===== src/dcs_pkg.sv =====
// constants, field layouts and carriers of the dynamic clock switch
// assumes a 200 MHz register clock and synchronous oscillator tick inputs
`default_nettype none
package dcs_pkg;
	// register addresses on the plain port
	localparam logic [1:0] ADDR_CMD = 2'h0;
	localparam logic [1:0] ADDR_SEL = 2'h1;
	// command register layout
	localparam int CMD_CCE_BIT = 7;
	localparam int CMD_RDY_BIT = 4;
	localparam logic [3:0] CMD_DISABLE = 4'h1;
	localparam logic [3:0] CMD_ENABLE  = 4'h2;
	localparam logic [3:0] CMD_REQUEST = 4'h3;
	localparam logic [3:0] CMD_SWITCH  = 4'h4;
	localparam logic [3:0] CMD_RECOVER = 4'h5;
	localparam logic [3:0] CMD_WD_ARL  = 4'h6;
	// selection register and fuse byte layout (same positions)
	localparam int SEL_SOURCE_SELECT_FIELD_LO = 0;
	localparam int SEL_STARTUP_SELECT_FIELD_LO = 4;
	localparam int SEL_CLOCK_OUTPUT_BIT_BIT = 6;
	localparam logic [6:0] SEL_RESET = 7'h00;
	// source codes of the source select field
	localparam logic [3:0] SRC_EXT = 4'h0;
	localparam logic [3:0] SRC_RC  = 4'h2;
	localparam logic [3:0] SRC_WD  = 4'h3;
	localparam logic [3:0] SRC_LF  = 4'h6;
	// source kinds, index into the enable vector
	localparam int NSRC = 5;
	localparam logic [2:0] K_EXT = 3'h0;
	localparam logic [2:0] K_RC  = 3'h1;
	localparam logic [2:0] K_WD  = 3'h2;
	localparam logic [2:0] K_LF  = 3'h3;
	localparam logic [2:0] K_HF  = 3'h4;
	// start-up cycle counts in source cycles
	localparam logic [15:0] TC_6   = 16'h0006;
	localparam logic [15:0] TC_14  = 16'h000e;
	localparam logic [15:0] TC_258 = 16'h0102;
	localparam logic [15:0] TC_1K  = 16'h0400;
	localparam logic [15:0] TC_16K = 16'h4000;
	localparam logic [15:0] TC_32K = 16'h8000;
	// reset delay times in microseconds, converted at the clock rate
	localparam int CLK_MHZ = 200;
	localparam int T_4P1_US = 4100;
	localparam int T_65_US = 65000;
	localparam int T_4_US = 4000;
	localparam int T_4P1_CYC = T_4P1_US * CLK_MHZ;
	localparam int T_65_CYC = T_65_US * CLK_MHZ;
	localparam int T_4_CYC = T_4_US * CLK_MHZ;
	// delay selector for the reset timer
	localparam logic [1:0] D_NONE = 2'h0;
	localparam logic [1:0] D_4P1  = 2'h1;
	localparam logic [1:0] D_65   = 2'h2;
	localparam logic [1:0] D_4    = 2'h3;
	// register port request
	typedef struct packed {
		logic [1:0] addr;
		logic [7:0] wdata;
		logic       we;
		logic       re;
	} reg_req_t;
	typedef logic [2:0] kind_t;
endpackage : dcs_pkg
`default_nettype wire


===== src/dynamic_clock_switch.sv =====
// dynamic clock switch: command decode, source enables, readiness count,
// reset start-up delay, glitch-free source switch and clock output gating
// assumes osc_tick pulses are one clk cycle wide and synchronous to clk
`timescale 1ns/1ps
`default_nettype none
module dynamic_clock_switch import dcs_pkg::*; #(
	parameter int T_4P1 = T_4P1_CYC,
	parameter int T_65  = T_65_CYC,
	parameter int T_4   = T_4_CYC
) (
	input  wire logic            clk,
	input  wire logic            rst,
	input  wire logic            ce,
	input  wire reg_req_t        req,
	output logic [7:0]           rdata,
	input  wire logic [6:0]      low_fuse,
	input  wire logic            reset_pin_disable_fuse,
	input  wire logic [NSRC-1:0] osc_tick,
	input  wire logic            div_clk,
	input  wire logic            tmr_lf_req,
	input  wire logic            tmr_ext_req,
	output logic [NSRC-1:0]      src_en,
	output logic [3:0]           sys_src,
	output logic                 sys_hold,
	output logic                 clock_output_pin,
	output logic                 clock_output_oe,
	output logic                 tmr_lf_gnt,
	output logic                 tmr_ext_gnt
);
	typedef enum {S_LOAD, S_TIME, S_CYC, S_RUN} rst_state_t;

	// source kind of a select code
	function automatic kind_t kind_of(input logic [3:0] c);
		if (c[3])
			kind_of = K_HF;
		else if (c == SRC_LF)
			kind_of = K_LF;
		else if (c == SRC_WD)
			kind_of = K_WD;
		else if (c == SRC_RC)
			kind_of = K_RC;
		else
			kind_of = K_EXT;
	endfunction : kind_of

	// readiness terminal count in source cycles
	function automatic logic [15:0] term_of(input logic [3:0] c, input logic [1:0] u);
		case (kind_of(c))
			K_LF:    term_of = (u == 2'h0 || u == 2'h1) ? TC_1K : TC_32K;
			K_HF: begin
				case ({c[0], u})
					3'h0, 3'h1: term_of = TC_258;
					3'h2, 3'h3, 3'h4: term_of = TC_1K;
					default: term_of = TC_16K;
				endcase
			end
			default: term_of = TC_6;
		endcase
	endfunction : term_of

	// extra time from reset
	function automatic logic [1:0] delay_of(input logic [3:0] c, input logic [1:0] u,
			input logic rd);
		case (kind_of(c))
			K_LF:    delay_of = (u == 2'h0) ? D_4P1 : D_65;
			K_HF: begin
				case ({c[0], u})
					3'h2, 3'h5: delay_of = D_NONE;
					3'h1, 3'h4, 3'h7: delay_of = D_65;
					default: delay_of = D_4P1;
				endcase
			end
			default: delay_of = (u == 2'h0) ? (rd ? D_4 : D_NONE) : (u == 2'h1 ? D_4P1 : D_65);
		endcase
	endfunction : delay_of

	////////////////////////////////////////////////////////////////////////////
	// state
	rst_state_t        st_reg, st_next;
	logic [23:0]       tm_reg, tm_next;
	logic [15:0]       rc_reg, rc_next;
	logic [3:0]        source_select_field_reg, source_select_field_next;
	logic [1:0]        startup_select_field_reg, startup_select_field_next;
	logic              clock_output_bit_reg, clock_output_bit_next;
	logic              cce_reg, cce_next;
	logic [NSRC-1:0]   en_reg, en_next;
	logic [3:0]        sys_reg, sys_next;
	logic              run_reg, run_next;
	logic              rdy_reg, rdy_next;
	logic [15:0]       cnt_reg, cnt_next;
	kind_t             ck_reg, ck_next;
	logic [15:0]       ctc_reg, ctc_next;
	logic              swp_reg, swp_next;
	logic [3:0]        swt_reg, swt_next;
	logic [7:0]        rd_reg;
	logic [NSRC-1:0]   src_en_reg;
	logic              hold_reg, co_reg, coe_reg, lfg_reg, exg_reg;

	////////////////////////////////////////////////////////////////////////////
	// register decode
	wire        wr_cmd  = req.we && req.addr == ADDR_CMD;
	wire        wr_sel  = req.we && req.addr == ADDR_SEL;
	wire        any_wr  = req.we;
	wire        running = st_reg == S_RUN;
	wire [3:0]  code    = req.wdata[3:0];
	wire        accept  = wr_cmd && cce_reg && !req.wdata[CMD_CCE_BIT] && running;
	wire        do_dis  = accept && code == CMD_DISABLE;
	wire        do_en   = accept && code == CMD_ENABLE;
	wire        do_req  = accept && code == CMD_REQUEST;
	wire        do_sw   = accept && code == CMD_SWITCH;
	wire        do_rec  = accept && code == CMD_RECOVER;
	wire kind_t sel_k   = kind_of(source_select_field_reg);
	wire kind_t sys_k   = kind_of(sys_reg);
	wire kind_t swt_k   = kind_of(swt_reg);
	wire        start   = do_en || do_req;
	wire        tick_c  = osc_tick[ck_reg];
	wire        cnt_end = run_reg && tick_c && cnt_reg + 16'h0001 == ctc_reg;
	wire        sw_done = swp_reg && osc_tick[swt_k];
	wire        hf_on   = en_reg[K_HF];
	wire        lf_on   = en_reg[K_LF];
	wire        lf_gnt  = tmr_lf_req && (!hf_on || !en_reg[K_EXT]);
	wire        ext_gnt = tmr_ext_req && !hf_on && !lf_on;
	wire        no_xtal = sys_k != K_HF && sys_k != K_LF;
	wire        co_want = (!low_fuse[SEL_CLOCK_OUTPUT_BIT_BIT] || clock_output_bit_reg) && no_xtal && running;
	wire [1:0]  dsel    = delay_of(low_fuse[3:0], low_fuse[5:4], reset_pin_disable_fuse);
	wire [15:0] rtc     = kind_of(low_fuse[3:0]) == K_LF
		? term_of(low_fuse[3:0], low_fuse[5:4]) : TC_14;
	wire [7:0]  rd_cmd  = {cce_reg, 2'h0, rdy_reg, 4'h0};
	wire [7:0]  rd_sel  = {1'b0, clock_output_bit_reg, startup_select_field_reg, source_select_field_reg};
	wire [7:0]  rd_mux  = req.addr == ADDR_CMD ? rd_cmd
		: (req.addr == ADDR_SEL ? rd_sel : 8'h00);

	////////////////////////////////////////////////////////////////////////////
	// reset start-up sequencer and fuse copy
	always_comb begin
		st_next = st_reg;
		tm_next = tm_reg;
		rc_next = rc_reg;
		case (st_reg)
			S_LOAD: begin
				st_next = S_TIME;
				case (dsel)
					D_4P1:   tm_next = 24'(T_4P1);
					D_65:    tm_next = 24'(T_65);
					D_4:     tm_next = 24'(T_4);
					default: tm_next = 24'h000000;
				endcase
				rc_next = rtc;
			end
			S_TIME: begin
				if (tm_reg == 24'h000000)
					st_next = S_CYC;
				else
					tm_next = tm_reg - 24'h000001;
			end
			S_CYC: begin
				if (rc_reg == 16'h0000)
					st_next = S_RUN;
				else if (osc_tick[sys_k])
					rc_next = rc_reg - 16'h0001;
			end
			S_RUN: st_next = S_RUN;
			default: st_next = S_LOAD;
		endcase
	end

	// selection register, enables and switch
	always_comb begin
		source_select_field_next = source_select_field_reg;
		startup_select_field_next = startup_select_field_reg;
		clock_output_bit_next = clock_output_bit_reg;
		en_next = en_reg;
		sys_next = sys_reg;
		swp_next = swp_reg;
		swt_next = swt_reg;
		if (st_reg == S_LOAD) begin
			source_select_field_next = low_fuse[3:0];
			startup_select_field_next = low_fuse[5:4];
			clock_output_bit_next = !low_fuse[SEL_CLOCK_OUTPUT_BIT_BIT];
			sys_next = low_fuse[3:0];
			en_next = '0;
			en_next[kind_of(low_fuse[3:0])] = 1'b1;
		end else if (do_rec) begin
			source_select_field_next = sys_reg;
		end else if (wr_sel) begin
			source_select_field_next = req.wdata[3:0];
			startup_select_field_next = req.wdata[5:4];
			clock_output_bit_next = req.wdata[SEL_CLOCK_OUTPUT_BIT_BIT];
		end
		if (do_en)
			en_next[sel_k] = 1'b1;
		if (do_dis && sel_k != sys_k)
			en_next[sel_k] = 1'b0;
		if (do_sw && en_reg[sel_k]) begin
			swp_next = 1'b1;
			swt_next = source_select_field_reg;
		end
		if (sw_done) begin
			sys_next = swt_reg;
			swp_next = 1'b0;
		end
	end

	// change enable window and readiness count
	always_comb begin
		cce_next = cce_reg;
		if (any_wr)
			cce_next = wr_cmd && req.wdata[CMD_CCE_BIT];
		run_next = run_reg;
		rdy_next = rdy_reg;
		cnt_next = cnt_reg;
		ck_next = ck_reg;
		ctc_next = ctc_reg;
		if (start) begin
			run_next = 1'b1;
			rdy_next = 1'b0;
			cnt_next = 16'h0000;
			ck_next = sel_k;
			ctc_next = term_of(source_select_field_reg, startup_select_field_reg);
		end else if (cnt_end) begin
			run_next = 1'b0;
			rdy_next = 1'b1;
		end else if (run_reg && tick_c) begin
			cnt_next = cnt_reg + 16'h0001;
		end
	end

	////////////////////////////////////////////////////////////////////////////
	// flip-flops
	always_ff @(posedge clk) begin
		if (rst) begin
			st_reg <= S_LOAD;
			tm_reg <= 24'h000000;
			rc_reg <= 16'h0000;
			{clock_output_bit_reg, startup_select_field_reg, source_select_field_reg} <= SEL_RESET;
			en_reg <= '0;
			sys_reg <= 4'h0;
			swp_reg <= 1'b0;
			swt_reg <= 4'h0;
			cce_reg <= 1'b0;
			run_reg <= 1'b0;
			rdy_reg <= 1'b0;
			cnt_reg <= 16'h0000;
			ck_reg <= K_EXT;
			ctc_reg <= 16'h0000;
		end else if (ce) begin
			st_reg <= st_next;
			tm_reg <= tm_next;
			rc_reg <= rc_next;
			source_select_field_reg <= source_select_field_next;
			startup_select_field_reg <= startup_select_field_next;
			clock_output_bit_reg <= clock_output_bit_next;
			en_reg <= en_next;
			sys_reg <= sys_next;
			swp_reg <= swp_next;
			swt_reg <= swt_next;
			cce_reg <= cce_next;
			run_reg <= run_next;
			rdy_reg <= rdy_next;
			cnt_reg <= cnt_next;
			ck_reg <= ck_next;
			ctc_reg <= ctc_next;
		end
	end

	// registered outputs
	always_ff @(posedge clk) begin
		if (rst) begin
			rd_reg <= 8'h00;
			src_en_reg <= '0;
			hold_reg <= 1'b1;
			co_reg <= 1'b0;
			coe_reg <= 1'b0;
			lfg_reg <= 1'b0;
			exg_reg <= 1'b0;
		end else if (ce) begin
			rd_reg <= req.re ? rd_mux : 8'h00;
			src_en_reg <= en_reg | {1'b0, lf_gnt, 2'b00, ext_gnt};
			hold_reg <= !running;
			co_reg <= co_want && div_clk;
			coe_reg <= co_want;
			lfg_reg <= lf_gnt;
			exg_reg <= ext_gnt;
		end
	end

	assign rdata = rd_reg;
	assign src_en = src_en_reg;
	assign sys_src = sys_reg;
	assign sys_hold = hold_reg;
	assign clock_output_pin = co_reg;
	assign clock_output_oe = coe_reg;
	assign tmr_lf_gnt = lfg_reg;
	assign tmr_ext_gnt = exg_reg;
endmodule : dynamic_clock_switch
`default_nettype wire


===== config.mk =====
export PLATFORM = sky130hd
export DESIGN_NAME = dynamic_clock_switch
export DESIGN_NICKNAME = d
export VERILOG_FILES = /design/src/dcs_pkg.sv /design/src/dynamic_clock_switch.sv
export SDC_FILE = /design/constraint.sdc
export NUM_CORES = 1
export LEC_CHECK = 0
export BUFFER_PORTS_ARGS = -buffer_cell sky130_fd_sc_hd__buf_2
export CORE_AREA = 5 5 151 153
export DETAILED_ROUTE_END_ITERATION = 12
export DIE_AREA = 0 0 156 158
export MAX_ROUTING_LAYER = met4
export SYNTH_ARGS = -nofsm -noshare
export SYNTH_HDL_FRONTEND = slang
export SYNTH_SLANG_ARGS = --single-unit

===== constraint.sdc =====
create_clock -name clk -period 2.6 [get_ports clk]
set_clock_uncertainty 0.2 [all_clocks]
set_input_delay 0.26 -clock clk [delete_from_list [all_inputs] [get_ports clk]]
set_output_delay 0.26 -clock clk [all_outputs]
set_load 0.1 [all_outputs]

==> results.cfg, run 1 <==
[cts]
cts_tree = built
cts.clk_slew.worst_paths_ns = 0.07
cts_inserted_buffers = 9
cts_num_sinks = 109
clkLatencyLatePin_ns = 0.36
clk_root_buffer_cell = clkbuf_16
clockBufferDepth = 2
htree_num_levels = 3

[global_route]
grt_max_degree = 54
first_global_vias = 5755
antenna_found_initial = 1
track_usage = 0.152
gr-total-overflow = 0
grt_pass1_wl_mm = 29.6

[logic_synthesis]
yosys-top-cells-count = dfxtp_1, nor2_1, nand2_1, a21oi_1, o21ai_0
yosysMostFrequentCell = dfxtp_1
synth_area_mm2 = 0.00623
synthArstFlopShare = 0
synth_top_cell_area_share = 0.350
synth-seq-cells = 109
ys_seq_area_frac = 0.350
synthTopCellsByArea = dfxtp_1, nor2_1, a21oi_1, nand2_1, o21ai_0
synth_top_cell_by_area = dfxtp_1
yosysWarnings = 0
ys_types = 70
synth-main-ff-cell = dfxtp_1
syn_nets = 838
netlist_instances = 804
synth.avg_cell_area_um2 = 7.75
synth-edff-count = 0

[layout]
syn2layout_area_growth_pct = 24.1
drive_above_1_share = 0.219
final_core_util = 0.361
largest_reg_flops = 24
num-nets-final = 929
final_area_mm2 = 0.00773

[detailed_routing]
wirelength_mm = 18.2
drc = 0
detail_route.iter0.violations = 410
routed_via_density = 5.25
num_vias = 6206
firstDrtPassIters = 5
wire_per_inst_um = 15.4
ant_nets = 0

[die]
start_util = 0.291
io_pins = 53
design.die.area_mm2 = 0.0246
die_w_um = 156
fp.dieH_um = 158
core.rowCount = 54
core_mm2 = 0.0214

[power_and_ir_drop]
p_seq_frac = 0.414
powerDensity_mw_per_mm2 = 579
p_leak_nw = 2.98
p_sw_mw = 1.42
max-vdd-ir-drop_mv = 0.282
combPwrFrac = 0.244
swShare = 0.318
internal_power_mw = 3.05
clock_power_share = 0.342

[worst_setup_path]
worst_ep_arrival_time_ns = 2.63
worst_path_max_delay_cell = dfxtp_4
critical_path_class = reg2reg
cp-end-kind = register
worstPathCellList = ha_4 -> xnor2_2 -> o311ai_1 -> nor4bb_1 -> o2111ai_2 -> o31ai_4 -> buf_6 -> nor4_1 -> a221o_1
start_kind = register
max_stage_delay_ns = 0.36
crit_fanout = 15
worstPathRequired_ns = 2.65

[timing]
holdWs_ns = 0.0199
fmax_mhz = 387
rsz0062_at_grt = yes
worstMarginPinSlew_ns = 0.729
finalSetupViolations = 0
slew_violations = 0
hold_violations = 0
post-route-min-period_ns = 2.59
slew_headroom = 0.508
timing.final.crit_share = 0.995

[job]
drv_cap = 0

[placed_design]
placedInstanceArea_mm2 = 0.00726
port_buffers = 52
hpwl_mm = 13.3
gp_congestion = 0.874

[worst_hold_path]
holdCritPathClass = in2reg

[outcome]
status = finished, final reports clean
==> layer usage <==
metal	wire length, um	GRT usage	share of wire	vias up
li1	-	-	-	3097
met1	8680	0.200	0.48	2980
met2	8620	0.243	0.47	116
met3	685	0.0314	0.038	13
met4	167	0.0304	0.0092	0
met5	0	-	0	-
==> power groups by stage <==
stage | Sequential, mW | Clock, mW | Combinational [mW]
6_report | 1.86 | 1.53 | 1.09
5_1_grt | 1.87 | 1.64 | 1.21
4_1_cts | 1.85 | 1.57 | 1.08
3_5_place_dp | 1.89 | 0 | 1.07
3_3_place_gp | 1.89 | 0 | 1.06
2_1_floorplan | 1.95 | 0 | 0.641
==> layout by cell type, fill, tap and decap left out, types with 8 or more instances in the layout <==
cell type	count
nor4_1	14
a211oi_1	16
nand4_1	15
nor3_1	32
mux2i_1	14
a21oi_1	59
nand2b_1	15
nand2_1	79
inv_1	17
xor2_1	18
dfxtp_1	102
clkbuf_16	9
a22oi_1	11
a31oi_1	9
xnor2_1	9
nand3_1	21
or3_1	13
buf_2	52
o21ai_0	48
nor2_1	98
nor3b_1	8
buf_4	82
==> area by class of cell <==
class	instances	area (um2)
Antenna cell	1	2.50
Clock buffer	9	225
Clock inverter	7	97.6
Fill cell	2237	13700
Inverter	17	63.8
Multi-Input combinational cell	617	3830
Sequential cell	109	2200
Tap cell	280	350
Timing Repair Buffer	141	960
==> final timing paths <==
path              slack, ns       start  cells past startpoint         end
hold / removal         0.02      req[0]                      3    rdata[7]
hold reg to reg        0.26   tm_reg[1]                      2   tm_reg[1]
setup / recovery       0.01  cnt_reg[0]                      9  cnt_reg[2]
setup reg to reg       0.01  cnt_reg[0]                      9  cnt_reg[2]
==> kinds of logic after synthesis <==
group                    Yosys count  share of synthesized area
buffers and inverters             78                     0.0536
multiplexers                      18                     0.0315
adder cells (fa/ha/maj)            3                    0.00603
AND/OR/NAND/NOR                  358                      0.297
XOR/XNOR                          29                     0.0430
AO/OA/AOI/OAI                    209                      0.218
flip-flops                       109                      0.350
==> stage by stage <==
stage,instances,worst slack (ns),TNS [ns],power [mW]
final,1181,0.0128,0,4.48
after detailed placement,1157,-0.0495,-0.300,2.96
after global placement,1157,-0.0202,-0.0863,2.95
after global routing,1181,-0.131,-1.47,4.72
after floorplan,804,-0.0154,-0.0285,2.59
after CTS,1177,0.00183,0,4.50
==> timing repair <==
action	CTS	global route
hold buffers	3	0
resized for setup	3	17
pin swaps	6	4
buffers inserted	1	3
endpoints found under the hold margin	3	0
endpoints found under the setup margin	8	47
==> worst max-delay path, delay by kind of cell, from the launching register on <==
kind            cells  cell delay [ns]
compound gates      4             0.89
simple gates        2             0.43
flops               1             0.36
fa+ha+maj           1             0.28
buf+inv             1             0.21
xor+xnor            1             0.10
Note: power is estimated with default switching activity, not from simulation.
==> run 2: changes to the inputs <==
- ABC_AREA: default -> 1
- CORE_AREA: 5 5 151 153 -> 5 5 152 154
- DIE_AREA: 0 0 156 158 -> 0 0 157 159
==> run 2 against run 1 <==
Combinational power fell by 9%; synthesized area rose by 2.1%; register-to-register slack improved by 0.22 ns; clock power fell by 5%; clock-buffer cell count rose by 1; synthesized cell count rose by 23%; via count rose by 6.1%.
==> results.cfg, run 2 <==
[cts]
cts_num_sinks = 109
htree_num_levels = 3
clk_root_buffer_cell = clkbuf_16
clockBufferDepth = 2
cts_tree = built
cts_inserted_buffers = 9
cts.clk_slew.worst_paths_ns = 0.07
clkLatencyLatePin_ns = 0.36

[timing]
slew_headroom = 0.566
timing.final.crit_share = 0.911
worstMarginPinSlew_ns = 0.649
slew_violations = 0
worst_slack_ns = 0.232
final.setup.tns_ns = 0
hold_violations = 0
finalSetupViolations = 0
post-route-min-period_ns = 2.37
fmax_mhz = 422
rsz0062_at_grt = no

[layout]
num-nets-final = 1089
syn2layout_area_growth_pct = 17.2
n_antenna_cell = 0
mostFrequentLayoutCell = nand2_1
final_cell_mix = nand2_1, inv_1, nor2_1, dfxtp_1, a21oi_1
largest_reg_flops = 24
drive_above_1_share = 0.117

[logic_synthesis]
yosysMostFrequentCell = nand2_1
synth-edff-count = 0
yosysWarnings = 0
synth.avg_cell_area_um2 = 6.41
ys_seq_area_frac = 0.343
synth_area_mm2 = 0.00636
synth_top_cell_by_area = dfxtp_1
syn_nets = 1026
ys_types = 42
synth_top_cell_area_share = 0.343
netlist_instances = 992
synth-main-ff-cell = dfxtp_1
synthTopCellsByArea = dfxtp_1, nand2_1, a21oi_1, o21ai_0, nand3_1
synth-seq-cells = 109
yosys-top-cells-count = nand2_1, inv_1, nor2_1, dfxtp_1, a21oi_1
synthArstFlopShare = 0

[worst_setup_path]
start_kind = register
critical-path-top-delay-family = simple AND/OR/NAND/NOR gates
crit_path_frequent_cell = inv_1
worst_path_max_delay_cell = dfxtp_1
max_stage_delay_ns = 0.32
path_buf_inv = 3
critical_path_class = reg2reg
crit_fanout = 6
worst_ep_arrival_time_ns = 2.45
worstPathCellList = inv_1 -> ha_1 -> inv_1 -> nor2_1 -> nand3_1 -> nor3_2 -> nand2_1 -> nand3_4 -> clkinvlp_2 -> a31oi_1
worstPathRequired_ns = 2.68
cp-end-kind = register

[detailed_routing]
firstDrtPassIters = 7
detail_route.iter0.violations = 307
routed_via_density = 4.91
top_layer = met4
wirelength_mm = 19.1
met2_wirelength_mm = 9.60
ant_nets = 0
wire_per_inst_um = 14.2
met3_length_um = 761
drc = 0
wl_met1_mm = 8.40
num_vias = 6585

[die]
die_w_um = 157
core_mm2 = 0.0216
fp.dieH_um = 159
start_util = 0.295
design.die.area_mm2 = 0.0250
io_pins = 53
core.rowCount = 54

[power_and_ir_drop]
powerDensity_mw_per_mm2 = 576
max-vdd-ir-drop_mv = 0.317
p_leak_nw = 3.08

[worst_hold_path]
holdCritPathClass = in2reg

[placed_design]
pre_cts_ws_ns = 0.107
port_buffers = 52
hpwl_mm = 13.9
gp_congestion = 0.887

[global_route]
track_usage = 0.156
grt_max_degree = 46
gr-total-overflow = 0
first_global_vias = 6170
grt_pass1_wl_mm = 31.2
antenna_found_initial = 0

[outcome]
status = finished, final reports clean

[job]
drv_cap = 0
[run 2: layout make-up]
type	instances	area (um2)
inverters	130	492
fillers	2374	14100
well taps	280	350
multi-input cells	723	3600
repair inverters	3	20.0
clock inverters	6	71.3
clock buffers	10	239
repair buffers	79	494
flip-flops and latches	109	2190
[run 2: worst paths after layout]
kind | startpoint | endpoint | slack (ns) | cells after the start
max | tm_reg[0] | tm_reg[2] | 0.23 | 10
min | tmr_lf_req | tmr_lf_gnt | 0.02 | 3
max reg2reg | tm_reg[0] | tm_reg[2] | 0.23 | 10
min reg2reg | rdata[1] | rdata[1] | 0.26 | 2
[run 2: power by group]
part           internal (mW)  switching (mW)  total (mW)
registers               1.76          0.0868        1.84
logic                  0.305           0.684       0.989
clock network          0.781           0.676        1.46
[run 2: kinds of logic after synthesis]
kind of cell               Yosys count  synth area share
adders and majority gates            3           0.00590
buffers and inverters              161            0.0988
DFF                                109             0.343
AOI/OAI and AO/OA                  227             0.193
xor gates and xnor gates            21            0.0289
and+or+nand+nor                    471             0.330
[run 2: what timing repair did]
action,4_1_cts,5_1_grt
hold endpoints to repair,6,0
hold buffers,6,0
endpoints found under the setup margin,0,43
buffers inserted,0,3
gates resized for setup,0,14
[run 2: worst register-to-register path, stage by stage (launching register included)]
cell        delay (ns)
dfxtp_1           0.32
inv_1             0.09
ha_1              0.20
inv_1             0.08
nor2_1            0.17
nand3_1           0.16
nor3_2            0.24
nand2_1           0.12
nand3_4           0.14
clkinvlp_2        0.33
a31oi_1           0.26
[run 2: through the flow]
stage               area [um2]  utilization  power, mW  std cells  hold WS [ns]
finish                    7450        0.346       4.29       1340        0.0183
global route              7450        0.346       4.53       1340       0.00924
CTS                       7350        0.341       4.31       1333      0.000309
detailed placement        6980        0.324       2.84       1311         0.255
global placement          6980        0.324       2.84       1311         0.252
floorplan                 6360            -       2.58        992         0.220
[run 2: metal layers]
metal  up-vias  global-route usage
li1       3426                   -
met1      3012               0.194
met2       123               0.264
met3        24              0.0272
met4         0              0.0387
met5         -                   -
==> run 3: changes to the inputs <==
- CORE_AREA: 5 5 152 154 -> 2 2 149 151
- DIE_AREA: 0 0 157 159 -> 0 0 151 153
- clock period: 2.6 -> 2.5 ns (I/O delays scaled with it)
==> run 3 against run 2 <==
Sequential power up 4%; flip-flop and latch count unchanged; maximum frequency up 4.1%; highest routed layer unchanged; clock power about the same; sequential share of layout area down 0.096 points; combinational power up 6%; die area down 7.5%; register-to-register slack about the same; largest power group unchanged; global-route usage up 1.8 points; power up 3.2%; critical endpoint is now cnt_reg[10]; routed wire length up 0.40%; critical path depth up 3.
==> results.cfg, run 3 (synthesized netlist as in run 2, its figures left out) <==
[cts]
clockBufferDepth = 2
htree_num_levels = 3
clkLatencyLatePin_ns = 0.37
cts_num_sinks = 109
clk_root_buffer_cell = clkbuf_16
cts_inserted_buffers = 9
cts.clk_slew.worst_paths_ns = 0.08
cts_tree = built

[layout]
mostFrequentLayoutCell = nand2_1
drive_above_1_share = 0.124
n_antenna_cell = 0
syn2layout_area_growth_pct = 17.7
fillers = 2366
num-nets-final = 1095
largest_reg_flops = 24
final_core_util = 0.348
multi_input_area_mm2 = 0.00360
seq_area_mm2 = 0.00219
final_cell_mix = nand2_1, inv_1, nor2_1, dfxtp_1, a21oi_1

[detailed_routing]
detail_route.iter0.violations = 431
num_vias = 6646
firstDrtPassIters = 5
wirelength_mm = 19.2
drc = 0
wire_per_inst_um = 14.2
ant_nets = 0
routed_via_density = 4.94

[timing]
finalSetupViolations = 0
rsz0062_at_grt = yes
slew_headroom = 0.568
fmax_mhz = 440
slew_violations = 0
holdWs_ns = 0.0127
worstMarginPinSlew_ns = 0.645
hold_violations = 0
post-route-min-period_ns = 2.27
timing.final.crit_share = 0.910
final.setup.tns_ns = 0

[worst_setup_path]
cp-end-kind = register
start_kind = register
max_stage_delay_ns = 0.38
crit_fanout = 9
crit_path_frequent_cell = nand3_1
worstPathCellList = ha_1 -> nand2_2 -> nor2_4 -> nand3_1 -> clkinv_1 -> nand2_1 -> nand3_1 -> nand3_1 -> nor2_2 -> nand2_4 -> buf_4 -> nand4_1 -> a21oi_1
worst_path_max_delay_cell = dfxtp_1
worst_ep_arrival_time_ns = 2.30
worstPathRequired_ns = 2.53
critical_path_class = reg2reg

[global_route]
gr-total-overflow = 0
grt_max_degree = 45
grt_pass1_wl_mm = 31.5
first_global_vias = 6251
track_usage = 0.174
antenna_found_initial = 0

[die]
start_util = 0.296
die_w_um = 151
fp.dieH_um = 153
io_pins = 53
design.die.area_mm2 = 0.0231
core_mm2 = 0.0215
core.rowCount = 54

[placed_design]
hpwl_mm = 13.9
gp_congestion = 0.866
port_buffers = 52

[job]
drv_cap = 0

[worst_hold_path]
holdCritPathClass = in2reg

[power_and_ir_drop]
powerDensity_mw_per_mm2 = 592
p_leak_nw = 3.11
max-vdd-ir-drop_mv = 0.344

[outcome]
status = finished, final reports clean
==> run 3: cell count changes in the layout (fill, tap and decap cells not counted), moves of 2 or more <==
cell / before / now
nor2_1: 115 / 113
nor2_2: 8 / 11
inv_8: 0 / 2
clkinvlp_4: 5 / 3
buf_4: 19 / 27
inv_6: 1 / 3
==> run 3: timing repair <==
item / CTS / global route
buffers inserted: 0 / 4
endpoints found under the hold margin: 8 / 0
gates resized for setup: 0 / 14
setup endpoints to repair: 0 / 52
hold buffers: 7 / 0
==> run 3: worst paths after layout <==
check                    from              endpoint  slack [ns]  cells after the start
hold reg to reg      rdata[0]              rdata[0]        0.26                      2
setup / recovery   cnt_reg[1]           cnt_reg[10]        0.23                     13
hold / removal    low_fuse[6]  clock_output_bit_reg        0.01                      4
setup reg to reg   cnt_reg[1]           cnt_reg[10]        0.23                     13
==> run 3: power breakdown <==
group	switching, mW	internal, mW
clock network	0.755	0.704
registers	0.0908	1.83
logic	0.716	0.335
total	1.56	2.87
==> run 3: per-stage QoR <==
step	cells	worst slack [ns]	instance area (um2)	total power [mW]
finish	1346	0.226	7480	4.43
global route	1346	-0.00721	7480	4.67
CTS	1340	0.0419	7380	4.44
detailed placement	1317	0.0590	7030	2.97
global placement	1317	0.138	7030	2.97
floorplan	992	0.0847	6360	2.68
==> run 3: critical path, delay by kind of cell, from the launching register on <==
family / cells / cell delay [ns]
adders and majority gates: 1 / 0.20
AOI/OAI and AO/OA: 1 / 0.08
DFF: 1 / 0.38
and+or+nand+nor: 9 / 1.01
buffers and inverters: 2 / 0.28
==> run 3: area by class of cell <==
class,instances,area share
Clock buffer,9,0.0301
Clock inverter,7,0.00836
Inverter,130,0.0657
Multi-Input combinational cell,722,0.481
Sequential cell,109,0.292
Tap cell,280,0.0468
Timing Repair Buffer,87,0.0739
Timing Repair inverter,2,0.00201
==> run 3: layer usage <==
layer	global-route usage	routed length, um	vias up
li1	-	-	3450
met5	-	0	-
met2	0.299	9460	117
met3	0.0349	760	13
met1	0.210	8740	3066
met4	0.0396	211	0
